[src/pbm_pkg.sv]
// constants and field layouts for the protection bit map decoder
// Behaviour
// - each section entry holds type, count, start field and end field in order
// - the first size entry, 8 kbyte blocks, is type code 01h
// - second, third and fourth size entries are type codes 02h, 03h and 04h
// - a repeated block size is its own independent section entry
// - only protection-governed blocks appear; uniform small erase sectors never do
// - bottom-up order: four small, one medium, large run, one medium, four small
// - 8 kbyte is type 1, 32 kbyte type 2, 64 kbyte type 3
// - large block count is two to the exponent minus two
// - density exponent is 4 to 8 for 8 to 128 megabit
// - a start field of 00h means protection bit zero
// - nonzero field is signed adder c; position is two to exponent plus one plus c
// - in medium and large sections positions rise by one per block and span equals the block count; small sections are flagged
// - bottom small section adders are 0ffh start and 04h end
// - medium sections use one bit: adder 0fdh lower, 0feh upper
// - large section starts at bit zero and ends at adder 0fch
// - top small section adders are 07h start and 0eh end
// - in small sections odd positions are read lock, even are write lock
package pbm_pkg;
  // ------------------------------------------------------------
  // register map
  // ------------------------------------------------------------
  localparam int AW = 8;
  localparam logic [7:0] ADDR_CFG = 8'h00;
  localparam logic [7:0] ADDR_CMD = 8'h04;
  localparam logic [7:0] ADDR_STAT = 8'h08;
  localparam logic [7:0] ADDR_POS = 8'h0c;
  localparam logic [7:0] ADDR_CNT = 8'h10;
  localparam logic [7:0] ADDR_ROLE = 8'h14;
  localparam logic [7:0] ADDR_QRY = 8'h18;
  localparam logic [2:0] TBL_PAGE = 3'h1;
  localparam int NSEC = 5;
  localparam logic [2:0] LAST_SEC = 3'h4;
  // ------------------------------------------------------------
  // field positions
  // ------------------------------------------------------------
  localparam int CFG_M_LSB = 0;
  localparam int CFG_SEL_LSB = 8;
  localparam int CMD_FILL_BIT = 0;
  localparam int CMD_DEC_BIT = 1;
  localparam int F_TYPE = 0;
  localparam int F_CNT = 8;
  localparam int F_START = 16;
  localparam int F_END = 24;
  localparam int POS_W = 10;
  // ------------------------------------------------------------
  // reset values and codes
  // ------------------------------------------------------------
  localparam logic [3:0] M_RST = 4'h7;
  localparam logic [3:0] M_MIN = 4'h4;
  localparam logic [3:0] M_MAX = 4'h8;
  localparam logic [2:0] SEL_RST = 3'h0;
  localparam logic [7:0] TYPE_8K = 8'h01;
  localparam logic [7:0] TYPE_32K = 8'h02;
  localparam logic [7:0] TYPE_64K = 8'h03;
  localparam logic [7:0] TYPE_4TH = 8'h04;
  localparam logic [7:0] FIELD_ZERO = 8'h00;
  localparam logic [7:0] ADD_SMALL_LO_S = 8'hff;
  localparam logic [7:0] ADD_SMALL_LO_E = 8'h04;
  localparam logic [7:0] ADD_MED_LO = 8'hfd;
  localparam logic [7:0] ADD_LARGE_E = 8'hfc;
  localparam logic [7:0] ADD_MED_HI = 8'hfe;
  localparam logic [7:0] ADD_SMALL_HI_S = 8'h07;
  localparam logic [7:0] ADD_SMALL_HI_E = 8'h0e;
  localparam logic [7:0] CNT_CODE_SMALL = 8'h02;
  localparam logic [7:0] CNT_CODE_MED = 8'h00;
  localparam logic [POS_W-1:0] LARGE_LESS = 10'h002;
  localparam logic [1:0] RESP_OKAY = 2'h0;
  localparam logic [1:0] RESP_SLVERR = 2'h2;
endpackage

[src/pbm_tbl_mem.sv]
// section table storage with a registered read port
`timescale 1ns/1ps
module pbm_tbl_mem
  import pbm_pkg::*;
(
  input wire logic aclk,
  input wire logic aresetn,
  input wire logic wr_en,
  input wire logic [2:0] wr_idx,
  input wire logic [31:0] wr_data,
  input wire logic [2:0] rd_idx,
  output logic [31:0] rd_data
);
  // ------------------------------------------------------------
  // storage
  // ------------------------------------------------------------
  logic [31:0] mem_ff [NSEC];
  logic [31:0] rd_data_ff;

  always_ff @(posedge aclk) begin
    if (wr_en) begin
      mem_ff[wr_idx] <= wr_data;
    end
  end

  always_ff @(posedge aclk) begin
    if (!aresetn) begin
      rd_data_ff <= 32'h0;
    end else begin
      rd_data_ff <= (rd_idx <= LAST_SEC) ? mem_ff[rd_idx] : 32'h0;
    end
  end

  assign rd_data = rd_data_ff;
endmodule // pbm_tbl_mem

[src/pbm_decoder.sv]
// protection bit map decoder with axi4-lite register access
//
// Chosen here: the register offsets and the AXI4-Lite register port.
`timescale 1ns/1ps
module pbm_decoder
  import pbm_pkg::*;
(
  input wire logic aclk,
  input wire logic aresetn,
  input wire logic [AW-1:0] s_axi_awaddr,
  input wire logic s_axi_awvalid,
  output logic s_axi_awready,
  input wire logic [31:0] s_axi_wdata,
  input wire logic [3:0] s_axi_wstrb,
  input wire logic s_axi_wvalid,
  output logic s_axi_wready,
  output logic [1:0] s_axi_bresp,
  output logic s_axi_bvalid,
  input wire logic s_axi_bready,
  input wire logic [AW-1:0] s_axi_araddr,
  input wire logic s_axi_arvalid,
  output logic s_axi_arready,
  output logic [31:0] s_axi_rdata,
  output logic [1:0] s_axi_rresp,
  output logic s_axi_rvalid,
  input wire logic s_axi_rready
);
  // ------------------------------------------------------------
  // functions
  // ------------------------------------------------------------
  function automatic logic [31:0] apply_strb(input logic [31:0] old_v,
                                             input logic [31:0] new_v,
                                             input logic [3:0] strb);
    logic [31:0] res;
    res = old_v;
    for (int i = 0; i < 4; i++) begin
      if (strb[i]) begin
        res[8*i +: 8] = new_v[8*i +: 8];
      end
    end
    return res;
  endfunction

  function automatic logic [POS_W-1:0] pow2(input logic [3:0] e);
    return {{(POS_W-1){1'b0}}, 1'b1} << e;
  endfunction

  // start or end field to absolute bit position
  function automatic logic [POS_W-1:0] bit_pos(input logic [7:0] f,
                                               input logic [3:0] e);
    logic [POS_W-1:0] sext;
    sext = {{(POS_W-8){f[7]}}, f};
    if (f == FIELD_ZERO) begin
      return '0;
    end
    return pow2(e) + 10'h001 + sext;
  endfunction

  // default entry of each section, bottom of the array upward
  function automatic logic [31:0] gen_entry(input logic [2:0] idx,
                                            input logic [3:0] e);
    logic [31:0] ent;
    ent = 32'h0;
    unique case (idx)
      3'h0: ent = {ADD_SMALL_LO_E, ADD_SMALL_LO_S, CNT_CODE_SMALL, TYPE_8K};
      3'h1: ent = {ADD_MED_LO, ADD_MED_LO, CNT_CODE_MED, TYPE_32K};
      3'h2: ent = {ADD_LARGE_E, FIELD_ZERO, {4'h0, e}, TYPE_64K};
      3'h3: ent = {ADD_MED_HI, ADD_MED_HI, CNT_CODE_MED, TYPE_32K};
      3'h4: ent = {ADD_SMALL_HI_E, ADD_SMALL_HI_S, CNT_CODE_SMALL, TYPE_8K};
      default: ent = 32'h0;
    endcase
    return ent;
  endfunction

  // ------------------------------------------------------------
  // state and registers
  // ------------------------------------------------------------
  typedef enum logic [1:0] {ENG_IDLE, ENG_FILL, ENG_FETCH, ENG_CALC} pbm_eng_t;

  pbm_eng_t eng_ff;
  pbm_eng_t nxt_eng;
  logic [2:0] fill_idx_ff;
  logic [3:0] m_ff;
  logic [2:0] sel_ff;
  logic [POS_W-1:0] qry_ff;
  logic [POS_W-1:0] start_pos_ff;
  logic [POS_W-1:0] end_pos_ff;
  logic [POS_W-1:0] blocks_ff;
  logic [7:0] type_ff;
  logic span_bad_ff;
  logic type_bad_ff;
  logic dec_valid_ff;

  logic aw_full_ff;
  logic w_full_ff;
  logic [AW-1:0] awaddr_ff;
  logic [31:0] wdata_ff;
  logic [3:0] wstrb_ff;
  logic bvalid_ff;
  logic [1:0] bresp_ff;
  logic rvalid_ff;
  logic rd_pend_ff;
  logic [31:0] rdata_ff;
  logic [1:0] rresp_ff;

  // ------------------------------------------------------------
  // address decode
  // ------------------------------------------------------------
  wire eng_idle = (eng_ff == ENG_IDLE);
  wire aw_hs = s_axi_awvalid && s_axi_awready;
  wire w_hs = s_axi_wvalid && s_axi_wready;
  wire ar_hs = s_axi_arvalid && s_axi_arready;
  wire do_wr = aw_full_ff && w_full_ff && !bvalid_ff && eng_idle;

  wire wr_tbl = (awaddr_ff[7:5] == TBL_PAGE) && (awaddr_ff[4:2] <= LAST_SEC);
  wire wr_cfg = (awaddr_ff == ADDR_CFG);
  wire wr_cmd = (awaddr_ff == ADDR_CMD);
  wire wr_qry = (awaddr_ff == ADDR_QRY);
  wire wr_ro = (awaddr_ff == ADDR_STAT) || (awaddr_ff == ADDR_POS) ||
               (awaddr_ff == ADDR_CNT) || (awaddr_ff == ADDR_ROLE);
  wire wr_hit = wr_tbl || wr_cfg || wr_cmd || wr_qry || wr_ro;

  wire rd_tbl = (s_axi_araddr[7:5] == TBL_PAGE) && (s_axi_araddr[4:2] <= LAST_SEC);
  wire rd_hit = rd_tbl || (s_axi_araddr == ADDR_CFG) || (s_axi_araddr == ADDR_CMD) ||
                (s_axi_araddr == ADDR_STAT) || (s_axi_araddr == ADDR_POS) ||
                (s_axi_araddr == ADDR_CNT) || (s_axi_araddr == ADDR_ROLE) ||
                (s_axi_araddr == ADDR_QRY);

  wire [31:0] cfg_word = {21'h0, sel_ff, 4'h0, m_ff};
  wire [31:0] cfg_new = apply_strb(cfg_word, wdata_ff, wstrb_ff);
  wire [3:0] m_new = cfg_new[CFG_M_LSB +: 4];
  wire [2:0] sel_new = cfg_new[CFG_SEL_LSB +: 3];
  wire [31:0] qry_new = apply_strb({22'h0, qry_ff}, wdata_ff, wstrb_ff);
  wire [31:0] cmd_new = apply_strb(32'h0, wdata_ff, wstrb_ff);
  wire start_fill = do_wr && wr_cmd && cmd_new[CMD_FILL_BIT];
  wire start_dec = do_wr && wr_cmd && cmd_new[CMD_DEC_BIT];
  wire m_bad = (m_ff < M_MIN) || (m_ff > M_MAX);

  // ------------------------------------------------------------
  // table memory
  // ------------------------------------------------------------
  wire fill_wr = (eng_ff == ENG_FILL);
  wire [31:0] fill_data = gen_entry(fill_idx_ff, m_ff);
  wire tbl_we = fill_wr || (do_wr && wr_tbl);
  wire [2:0] tbl_widx = fill_wr ? fill_idx_ff : awaddr_ff[4:2];
  wire [31:0] tbl_wdata = fill_wr ? fill_data : apply_strb(32'h0, wdata_ff, wstrb_ff);
  wire [2:0] tbl_ridx = (eng_ff == ENG_FETCH) ? sel_ff : s_axi_araddr[4:2];
  logic [31:0] tbl_rdata;

  pbm_tbl_mem u_tbl (
    .aclk(aclk),
    .aresetn(aresetn),
    .wr_en(tbl_we),
    .wr_idx(tbl_widx),
    .wr_data(tbl_wdata),
    .rd_idx(tbl_ridx),
    .rd_data(tbl_rdata)
  );

  // ------------------------------------------------------------
  // entry decode
  // ------------------------------------------------------------
  wire [7:0] f_type = tbl_rdata[F_TYPE +: 8];
  wire [7:0] f_cnt = tbl_rdata[F_CNT +: 8];
  wire [7:0] f_start = tbl_rdata[F_START +: 8];
  wire [7:0] f_end = tbl_rdata[F_END +: 8];
  wire [POS_W-1:0] calc_start = bit_pos(f_start, m_ff);
  wire [POS_W-1:0] calc_end = bit_pos(f_end, m_ff);
  wire [POS_W-1:0] cnt_pow = (f_cnt[7:4] != 4'h0) ? '0 : pow2(f_cnt[3:0]);
  wire [POS_W-1:0] calc_blocks = (f_type == TYPE_64K) ? cnt_pow - LARGE_LESS : cnt_pow;
  wire calc_span_bad = (calc_end - calc_start + 10'h001) != calc_blocks;
  wire calc_type_bad = (f_type == 8'h00) || (f_type > TYPE_4TH);

  // ------------------------------------------------------------
  // lock role of the queried bit
  // ------------------------------------------------------------
  wire in_small = dec_valid_ff && (type_ff == TYPE_8K) &&
                  (qry_ff >= start_pos_ff) && (qry_ff <= end_pos_ff);
  wire role_rd = in_small && qry_ff[0];
  wire role_wr = in_small && !qry_ff[0];

  // ------------------------------------------------------------
  // engine
  // ------------------------------------------------------------
  always_comb begin
    nxt_eng = eng_ff;
    unique case (eng_ff)
      ENG_IDLE: begin
        if (start_fill) begin
          nxt_eng = ENG_FILL;
        end else if (start_dec) begin
          nxt_eng = ENG_FETCH;
        end
      end
      ENG_FILL: begin
        if (fill_idx_ff == LAST_SEC) begin
          nxt_eng = ENG_FETCH;
        end
      end
      ENG_FETCH: nxt_eng = ENG_CALC;
      ENG_CALC: nxt_eng = ENG_IDLE;
    endcase
  end

  always_ff @(posedge aclk) begin
    if (!aresetn) begin
      eng_ff <= ENG_IDLE;
      fill_idx_ff <= 3'h0;
    end else begin
      eng_ff <= nxt_eng;
      fill_idx_ff <= fill_wr ? fill_idx_ff + 3'h1 : 3'h0;
    end
  end

  always_ff @(posedge aclk) begin
    if (!aresetn) begin
      start_pos_ff <= '0;
      end_pos_ff <= '0;
      blocks_ff <= '0;
      type_ff <= 8'h0;
      span_bad_ff <= 1'b0;
      type_bad_ff <= 1'b0;
      dec_valid_ff <= 1'b0;
    end else if (eng_ff == ENG_CALC) begin
      start_pos_ff <= calc_start;
      end_pos_ff <= calc_end;
      blocks_ff <= calc_blocks;
      type_ff <= f_type;
      span_bad_ff <= calc_span_bad;
      type_bad_ff <= calc_type_bad;
      dec_valid_ff <= !calc_type_bad;
    end
  end

  // ------------------------------------------------------------
  // configuration registers
  // ------------------------------------------------------------
  always_ff @(posedge aclk) begin
    if (!aresetn) begin
      m_ff <= M_RST;
      sel_ff <= SEL_RST;
      qry_ff <= '0;
    end else if (do_wr) begin
      if (wr_cfg) begin
        m_ff <= m_new;
        sel_ff <= (sel_new <= LAST_SEC) ? sel_new : sel_ff;
      end
      if (wr_qry) begin
        qry_ff <= qry_new[POS_W-1:0];
      end
    end
  end

  // ------------------------------------------------------------
  // write channels
  // ------------------------------------------------------------
  assign s_axi_awready = !aw_full_ff && !bvalid_ff;
  assign s_axi_wready = !w_full_ff && !bvalid_ff;

  always_ff @(posedge aclk) begin
    if (!aresetn) begin
      aw_full_ff <= 1'b0;
      w_full_ff <= 1'b0;
      awaddr_ff <= '0;
      wdata_ff <= 32'h0;
      wstrb_ff <= 4'h0;
      bvalid_ff <= 1'b0;
      bresp_ff <= RESP_OKAY;
    end else begin
      if (aw_hs) begin
        aw_full_ff <= 1'b1;
        awaddr_ff <= {s_axi_awaddr[AW-1:2], 2'b00};
      end
      if (w_hs) begin
        w_full_ff <= 1'b1;
        wdata_ff <= s_axi_wdata;
        wstrb_ff <= s_axi_wstrb;
      end
      if (do_wr) begin
        aw_full_ff <= 1'b0;
        w_full_ff <= 1'b0;
        bvalid_ff <= 1'b1;
        bresp_ff <= wr_hit ? RESP_OKAY : RESP_SLVERR;
      end else if (bvalid_ff && s_axi_bready) begin
        bvalid_ff <= 1'b0;
      end
    end
  end

  assign s_axi_bvalid = bvalid_ff;
  assign s_axi_bresp = bresp_ff;

  // ------------------------------------------------------------
  // read channels
  // ------------------------------------------------------------
  assign s_axi_arready = !rvalid_ff && !rd_pend_ff && eng_idle;

  wire [31:0] reg_rdata =
    (s_axi_araddr == ADDR_CFG) ? cfg_word :
    (s_axi_araddr == ADDR_STAT) ? {27'h0, dec_valid_ff, type_bad_ff, span_bad_ff,
                                   m_bad, !eng_idle} :
    (s_axi_araddr == ADDR_POS) ? {6'h0, end_pos_ff, 6'h0, start_pos_ff} :
    (s_axi_araddr == ADDR_CNT) ? {14'h0, type_ff, blocks_ff} :
    (s_axi_araddr == ADDR_ROLE) ? {29'h0, in_small, role_wr, role_rd} :
    (s_axi_araddr == ADDR_QRY) ? {22'h0, qry_ff} : 32'h0;

  always_ff @(posedge aclk) begin
    if (!aresetn) begin
      rvalid_ff <= 1'b0;
      rd_pend_ff <= 1'b0;
      rdata_ff <= 32'h0;
      rresp_ff <= RESP_OKAY;
    end else if (ar_hs && rd_tbl) begin
      rd_pend_ff <= 1'b1;
      rresp_ff <= RESP_OKAY;
    end else if (ar_hs) begin
      rvalid_ff <= 1'b1;
      rdata_ff <= reg_rdata;
      rresp_ff <= rd_hit ? RESP_OKAY : RESP_SLVERR;
    end else if (rd_pend_ff) begin
      rd_pend_ff <= 1'b0;
      rvalid_ff <= 1'b1;
      rdata_ff <= tbl_rdata;
    end else if (rvalid_ff && s_axi_rready) begin
      rvalid_ff <= 1'b0;
    end
  end

  assign s_axi_rvalid = rvalid_ff;
  assign s_axi_rdata = rdata_ff;
  assign s_axi_rresp = rresp_ff;
endmodule // pbm_decoder

[config.mk]
export PLATFORM = sky130hd
export DESIGN_NAME = pbm_decoder
export DESIGN_NICKNAME = d
export VERILOG_FILES = /design/src/pbm_pkg.sv /design/src/pbm_tbl_mem.sv /design/src/pbm_decoder.sv
export SDC_FILE = /design/constraint.sdc
export NUM_CORES = 1
export LEC_CHECK = 0
export BUFFER_PORTS_ARGS = -buffer_cell sky130_fd_sc_hd__buf_2
export CAP_MARGIN = 40
export CORE_MARGIN = 2
export CORE_UTILIZATION = 42
export CTS_CLUSTER_DIAMETER = 30
export DETAILED_ROUTE_END_ITERATION = 6
export PLACE_DENSITY = 0.61
export SLEW_MARGIN = 40
export SYNTH_ARGS = -nofsm -noshare
export SYNTH_HDL_FRONTEND = slang
export SYNTH_SLANG_ARGS = --single-unit
[constraint.sdc]
create_clock -name aclk -period 7.2 [get_ports aclk]
set_input_delay 0.36 -clock aclk [delete_from_list [all_inputs] [get_ports aclk]]
set_output_delay 0.36 -clock aclk [all_outputs]
set_load 0.1 [all_outputs]
======== Yosys cells after proc, flatten, opt, wreduce, memory -nomap -nowiden ========
Memory sizes are Yosys's and may differ from the RTL's. A register that Yosys moved wholly into a read port is not among the register bits.
Cells that the tools add are included.
operators by class
  $add $sub $neg .......................... 7
  order comparisons ....................... 9
  equality and inequality tests ........... 27
  shift operators ......................... 2
  mux-type cells .......................... 40
  bitwise gates (word level) .............. 2
  reduce and logical (&&, ||, !) cells .... 72
operators with widths
  operator                                          number
  case mux 32 bit (5 select lines)                  1
  two-way mux 32 bit                                3
  two-way mux 10 bit                                8
  two-way mux 26 bit                                3
  logical NOT 8 bit                                 5
  two-way mux 8 bit                                 4
  == test 8 x 5 -> 1 bit, second input constant     3
  logical AND 1 bit                                 24
  adder 10 x 1 -> 10 bit, second input constant     2
  adder 10 bit                                      2
  << shifter 1 x 4 -> 10 bit, first input constant  2
  == test 6 x 3 -> 1 bit, second input constant     3
  two-way mux 18 bit                                1
  logical OR 1 bit                                  17
  == test 8 x 4 -> 1 bit, second input constant     2
  == test 6 x 2 -> 1 bit, second input constant     2
  <= comparator 3 bit, second input constant        4
  AND reduction 3 bit                               4
  two-way mux 1 bit                                 11
  >= comparator 10 bit                              1
  <= comparator 10 bit                              1
  two-way mux 2 bit                                 5
  inequality test 10 bit                            1
  AND reduction 2 bit                               5
  other kinds (27)                                  45
word-level totals
  bits in registers ....................... 146
  memory bits (writable) .................. 160
  bits of input ports ..................... 59
  logic and storage cells ................. 184
  memories kept ........................... 1
memories
  name          words  width  rd ports  clocked after Yosys merged registers in  wr ports  line               source
  u_tbl.mem_ff  5      32     1         1                                        1         pbm_tbl_mem.sv:17  logic [31:0] mem_ff [NSEC];

======== Depth between registers and ports, before layout ========
Gate-level depths: netlist (run 1).
  depth after elaboration ................. 11
  depth in mapped cells ................... 22
  depth with buffers taken out ............ 21

======== By module ========
Synthesis (run 1) repeated with hierarchy kept, for this count alone.
second synthesis, totals
  cells, all modules ...................... 1460
  area, all modules ....................... 15919.0 µm²
modules (own cells, without submodules)
  module       times used  cells each  area an instance (µm²)  seq. area each (µm²)
  pbm_decoder  1           1108        9152.5                  2882.8
  pbm_tbl_mem  1           352         6766.5                  5445.2

======== Least setup slack after synthesis (run 1) ========
OpenSTA, ideal clock, no wires.
  kind .................................... register to register
  from .................................... register m_ff[3]
  to ...................................... register span_bad_ff
  library setup time ...................... 0.119 ns
  arrival ................................. 4.470 ns
  setup slack ............................. 2.612 ns
  cell stages (with the launch flop) ...... 21
  path through ............................ dfxtp_1 clkbuf_1 or4_1 inv_1 ha_1 fa_1 a21o_1 a21oi_1 o21bai_1 a21oi_1 xnor2_1 nand2_1 ha_1 ha_1 o21a_1 a21o_1 a21oi_1 xnor3_1 xnor2_1 xnor2_1 o221a_1
on the way
  cells in the longest elaborated chain, start to end .. 7
  elaborated cells on any way between the ends .. 9
  those cells by class .................... add/sub (5); eq/ne (1); shift (1); mux (2)
RTL lines
  what                            line                source
  start, declared                 pbm_decoder.sv:83   logic [3:0] m_ff;
  start signal, assigned          pbm_decoder.sv:245  m_ff <= m_new;
  << shifter 1 x 4 -> 10 bit (*)  pbm_decoder.sv:45   return {{(POS_W-1){1'b0}}, 1'b1} << e;
  adder 10 x 1 -> 10 bit (*)      pbm_decoder.sv:56   return pow2(e) + 10'h001 + sext;
  adder 10 bit                    pbm_decoder.sv:56
  two-way mux 10 bit              pbm_decoder.sv:56
  subtractor 10 bit (*)           pbm_decoder.sv:171  wire calc_span_bad = (calc_end - calc_start + 10'h001) != calc_blocks;
  adder 10 x 1 -> 10 bit (*)      pbm_decoder.sv:171
  inequality test 10 bit (*)      pbm_decoder.sv:171
  end signal, assigned            pbm_decoder.sv:229  span_bad_ff <= calc_span_bad;
  end, declared                   pbm_decoder.sv:90   logic span_bad_ff;
Every way passes the cells marked *; elsewhere a longest branch is shown, timed or not.
A chain may end at the register's enable or synchronous reset.

======== Final worst setup path (run 1) ========
Ends and elaborated chain as after synthesis.

==> results.cfg, run 1 <==
[detailed_routing]
drt-initial-drc-count = 1068
drt_pass1_iterations = 7
drc = 3
antenna_left = 0
via_per_inst = 5.44
vias = 12536
wl_per_cell_um = 19.9
drt_wl_total_mm = 45.9

[worst_setup_path]
crit_chain = or4_1, inv_1, ha_1, fa_1, a21o_1, a21oi_1, o21bai_1, a21oi_1, xnor2_1, nand2_1, ha_1, ha_1, o21a_1, a21o_1, a21oi_1, xnor3_1, xnor2_1, xnor2_1, o221a_1
path_class = flop to flop
slowest_stage = or4_1
max_stage_delay_ns = 0.64
cp.arrival_ns = 5.52
critPathLaunchType = flop
crit_required_ns = 7.63
cp_max_fo = 11
end_kind = flop

[timing]
finalSetupViolCount = 0
post-route-min-period_ns = 5.09
tightest_slew_ns = 0.852
max_freq_ghz = 0.196
fin_crit_sh = 0.708
setup_slack_ns = 2.11
tns_ns = 0
slew_viol_final = 0
hold_viol_final = 0
max_slew_margin = 0.418
skew_ns = 0.0429
rsz0062_at_grt = false

[cts]
clk_root_buffer_cell = clkbuf_16
postCtsSetupBuffers = 0
clk_latency_ns = 0.58
numCtsBuffers = 72
tritoncts = done
cts_sinks = 336
ctsHoldBuffers = 0
post_cts_resized = 0
clock_path_buffers = 3
clk_transition_reported_paths_ns = 0.05
h-tree-depth = 3

[die]
die_x_um = 199
fp.coreArea_sq_mm = 0.0376
die_h_um = 199
rows = 71
die-area_sq_mm = 0.0397
start_util = 0.426
io_pins = 100

[synth]
synth_edf_count = 160
synth_area_leaders = edfxtp_1 (30%), dfxtp_1 (22%), nand2_1 (7.6%)
ys_types = 85
netlist_area_sq_mm = 0.0160
synth_async_sr_flop_share = 0
synth_flop_cell = dfxtp_1
netlist_instances = 1646
ys_warn_count = 0
synth.avg_cell_area_sq_um = 9.73
synth_top_area_frac = 0.300
synth-seq-cells = 336
seq_area_frac_synth = 0.520
synth_top_area_cell = edfxtp_1

[placement]
hpwl_mm = 30.6
post-place-ws_ns = 2.22
gp_congestion = 0.920
numPortBuffers = 95
placed_cell_area_sq_mm = 0.0169

[global_routing]
antenna_found_initial = 2
grt_overflow = 0
grt_pass1_vias = 11944
grt_max_degree = 66
gr-usage-all-layers = 0.234
grt_pass1_wl_mm = 69.6

[status]
status = finished with violations
violations = design-rule violations

[run]
maxCapViolCount = 0

[layout]
fin_area_sq_mm = 0.0194
drive_gt1_frac = 0.151
nets = 1866
antennaDiodeCount = 0
syn_to_final_growth_pct = 21.0

[pwr]
ir_drop_v = 0.000177
leakagePower_uw = 0.00768
cellPowerDensity_mw_per_mm2 = 340

[worst_hold_path]
holdCritPathClass = input port to flop
==> final timing paths <==
path                       start              to  slack, ns  cells after the start
setup reg to reg         m_ff[3]     span_bad_ff       2.11                     19
setup / recovery         m_ff[3]     span_bad_ff       2.11                     19
hold / removal    s_axi_wdata[6]     wdata_ff[6]       0.03                      3
hold reg to reg   s_axi_rdata[3]  s_axi_rdata[3]       0.45                      2
==> layer usage <==
layer / global-route usage / wire [um]
met5: 0 / 0
met2: 0.372 / 21100
met1: 0.314 / 20500
met4: 0.0934 / 1550
met3: 0.0447 / 2700
==> metrics by stage <==
stage                     instances  utilization  power (uW)  hold WS [ns]
after detailed placement       2174        0.451        3340         0.443
after global placement         2174        0.451        3330         0.439
after floorplan                1647            -        3040         0.439
after CTS                      2304        0.516        6630       0.00891
final                          2304        0.516        6580        0.0320
after global routing           2304        0.516        6840        0.0119
==> sequential cells by signal, indices dropped and copies added, names as in the netlist, 10 cells and up <==
name	cells
start_pos_ff	10
blocks_ff	10
qry_ff	10
u_tbl.rd_data	32
wdata_ff	32
end_pos_ff	10
s_axi_rdata	32
u_tbl.mem_ff	160
==> critical path: cells and delay by family (launching register included) <==
kind	cells	cell delay, ns
DFF	1	0.44
and+or+nand+nor	2	0.72
xor gates and xnor gates	4	0.71
AOI/OAI and AO/OA	8	1.56
buffers and inverters	1	0.09
adders and majority gates	4	1.43
==> area by class of cell <==
cell class                 count  area [sq um]
fill                        3430         18200
sequential                   336          8330
multi-input combinational   1169          7180
clock buffer                  86          1920
tap                          511           639
timing repair buffer         115           628
clock inverter                44           531
inverter                      43           161
==> where the power goes <==
part / internal, uW / switching (uW)
registers: 2070 / 95.0
clock network: 2190 / 1080
logic: 367 / 777
total: 4640 / 1950
==> cell families (layout without fill, tap and decap cells) <==
| group | Yosys count | in the layout | share of synthesized area |
|---|---|---|---|
| AO/OA/AOI/OAI | 296 | 296 | 0.125 |
| flip-flops | 336 | 336 | 0.520 |
| XOR/XNOR | 31 | 31 | 0.0178 |
| adder cells (fa/ha/maj) | 71 | 71 | 0.0567 |
| buffers and inverters | 142 | 288 | 0.0346 |
| AND/OR/NAND/NOR | 719 | 719 | 0.213 |
| other | 1 | 2 | 0.000234 |
| multiplexers | 50 | 50 | 0.0327 |
==> synth_stat cells, drive strengths merged (4+ instances only) <==
master	n
inv	42
nor3b	6
a222oi	5
a22oi	4
buf	18
o21a	4
clkbuf	81
a211oi	14
mux2i	43
o21bai	5
and3	10
nand4	7
nand2	327
nor3	18
nor4	8
o31ai	4
and2	30
ha	67
xor2	9
xnor2	21
o21ai	46
edfxtp	160
a21o	22
a21boi	42
or3	6
o211a	18
nor2	84
nand2b	22
a31oi	12
o211ai	13
a21oi	86
nand3	146
dfxtp	176
mux2	6
nor4b	5
nor2b	39
==> layout by cell type (no fill, tap or decap), drive strengths merged, types with 18 or more instances in the layout <==
cell,instances
a21boi,42
a21o,22
a21oi,86
and2,30
buf,115
clkbuf,86
clkinv,21
dfxtp,176
edfxtp,160
ha,67
inv,46
mux2i,43
nand2,327
nand2b,22
nand3,146
nor2,84
nor2b,39
nor3,18
o211a,18
o21ai,46
xnor2,21
No activity file was read; power rests on OpenSTA's default activity.
==> run 2: changes to the inputs <==
- clock period: 7.2 -> 4.8 ns (I/O delays scaled with it)
==> run 2 against run 1 <==
The run still ends with design-rule violations left. Clock skew down 0.023 ns. Critical endpoint unchanged. Critical path depth down 1. Worst setup slack worse by 1.9 ns. Sequential power up 50%. Via count up 2.7%. Power up 56%. First-iteration DRC count up 4.8%. Worst hold slack better by 0.052 ns. Wire length up 2.2%. Clock-buffer cell count unchanged.
==> results.cfg, run 2 (synthesized netlist as in run 1, its figures left out) <==
[layout]
seq_area_sq_mm = 0.00833
fin_area_sq_mm = 0.0202
multi_input_area_sq_mm = 0.00726
syn_to_final_growth_pct = 25.9
drive_gt1_frac = 0.161
regMostFlops = u_tbl.mem_ff
antennaDiodeCount = 0
fillers = 3304
largest_reg_flops = 160
layout_common_cells = nand2_1 (325), dfxtp_1 (176), edfxtp_1 (160)
final_common_cell = nand2_1
nets = 1925
final_util = 0.537

[detailed_routing]
via_per_inst = 5.44
vias = 12875
drt_pass1_iterations = 7
drc = 6
antenna_left = 0
wl_per_cell_um = 19.8
drt-initial-drc-count = 1119
drt_wl_total_mm = 46.9

[pwr]
ir_drop_v = 0.000327
report.power.total_uw = 10300
leakagePower_uw = 0.00804
cellPowerDensity_mw_per_mm2 = 509

[run]
maxCapViolCount = 0

[timing]
hold_viol_final = 0
max_freq_ghz = 0.219
skew_ns = 0.0202
tightest_slew_ns = 0.841
max_slew_margin = 0.434
post-route-min-period_ns = 4.57
tns_ns = 0
fin_crit_sh = 0.953
slew_viol_final = 0
finalSetupViolCount = 0

[cts]
clk_root_buffer_cell = clkbuf_16
clock_path_buffers = 3
numCtsBuffers = 71
cts_sinks = 336
tritoncts = done
clk_latency_ns = 0.57
h-tree-depth = 3
clk_transition_reported_paths_ns = 0.05

[die]
fp.coreArea_sq_mm = 0.0376
die_h_um = 199
start_util = 0.426
rows = 71
die-area_sq_mm = 0.0397
die_x_um = 199
io_pins = 100

[global_routing]
antenna_found_initial = 1
grt_max_degree = 65
grt_overflow = 0
gr-usage-all-layers = 0.238
grt_pass1_wl_mm = 71.3
grt_pass1_vias = 12330

[worst_setup_path]
path_class = flop to flop
crit_required_ns = 5.24
cp.arrival_ns = 5.02
r2r_slack_ns = 0.23
end_kind = flop
cp_common_cell = inv_1
critPathLaunchType = flop
timing.rr.start = m_ff[3]
slowest_stage = or4_1
crit_chain = or4_1, inv_1, ha_2, inv_1, fa_1, nand2b_1, ha_1, inv_1, ha_1, fa_1, a211oi_2, o21ai_1, a21o_1, a21oi_1, xnor3_1, xnor2_1, xnor2_1, o221a_1
r2r-end = span_bad_ff
cp_max_fo = 4
r2r.worst_path.cells = 18
max_stage_delay_ns = 0.55
crit_start = m_ff[3]

[worst_hold_path]
min_from = s_axi_araddr[0]
hold_depth = 4
min_delay_worst_endpoint = s_axi_rdata[4]
holdCritPathClass = input port to flop

[placement]
gp_congestion = 0.951
hpwl_mm = 31.8
numPortBuffers = 95
placed_cell_area_sq_mm = 0.0171

[status]
violations = design-rule violations
status = finished with violations
## run 2: repair_timing
item / CTS / global route
resized for setup: 0 / 15
hold buffers: 44 / 0
buffers inserted: 0 / 1
endpoints found under the setup margin: 0 / 1
hold endpoints to repair: 44 / 0
## run 2: layout make-up
cell class | count | area share
sequential | 336 | 0.413
multi-input combinational | 1169 | 0.360
clock buffer | 86 | 0.0961
timing repair buffer | 175 | 0.0598
clock inverter | 45 | 0.0319
tap | 511 | 0.0317
inverter | 43 | 0.00800
## run 2: power by group
group	internal (uW)	switching (uW)	leakage, uW
registers	3110	151	0.00298
logic	615	1190	0.00382
clock network	3560	1650	0.00124
total	7280	2990	0.00804
## run 2: how the worst max path moves through the flow
stage | depth (start not counted) | endpoint | slack [ns]
after floorplan | 20 | span_bad_ff | 0.21
after global placement | 19 | span_bad_ff | 0.15
after detailed placement | 19 | span_bad_ff | 0.12
after CTS | 19 | span_bad_ff | 0.06
after global routing | 18 | span_bad_ff | -0.007
final | 18 | span_bad_ff | 0.23
## run 2: worst max-delay path: cells and delay by family, from the launching register on
kind	cells	cell delay (ns)
DFF	1	0.30
buffers and inverters	3	0.22
xor gates and xnor gates	3	0.53
adders and majority gates	5	1.68
AOI/OAI and AO/OA	5	0.97
and+or+nand+nor	2	0.75
## run 2: layer usage
layer  vias to the layer above  GRT usage  routed length [um]
met3                        99     0.0365                3130
met4                         0     0.0962                1480
met1                      6149      0.320               20400
li1                       6133          -                   -
met5                         -          0                   0
met2                       494      0.385               22000
## run 2: per-stage QoR
stage	instances	hold WS [ns]	setup slack [ns]
after floorplan	1647	0.385	0.212
after global placement	2186	0.440	0.151
after detailed placement	2188	0.446	0.120
after CTS	2363	0.0681	0.0568
after global routing	2365	0.0970	-0.00659
final	2365	0.0838	0.227
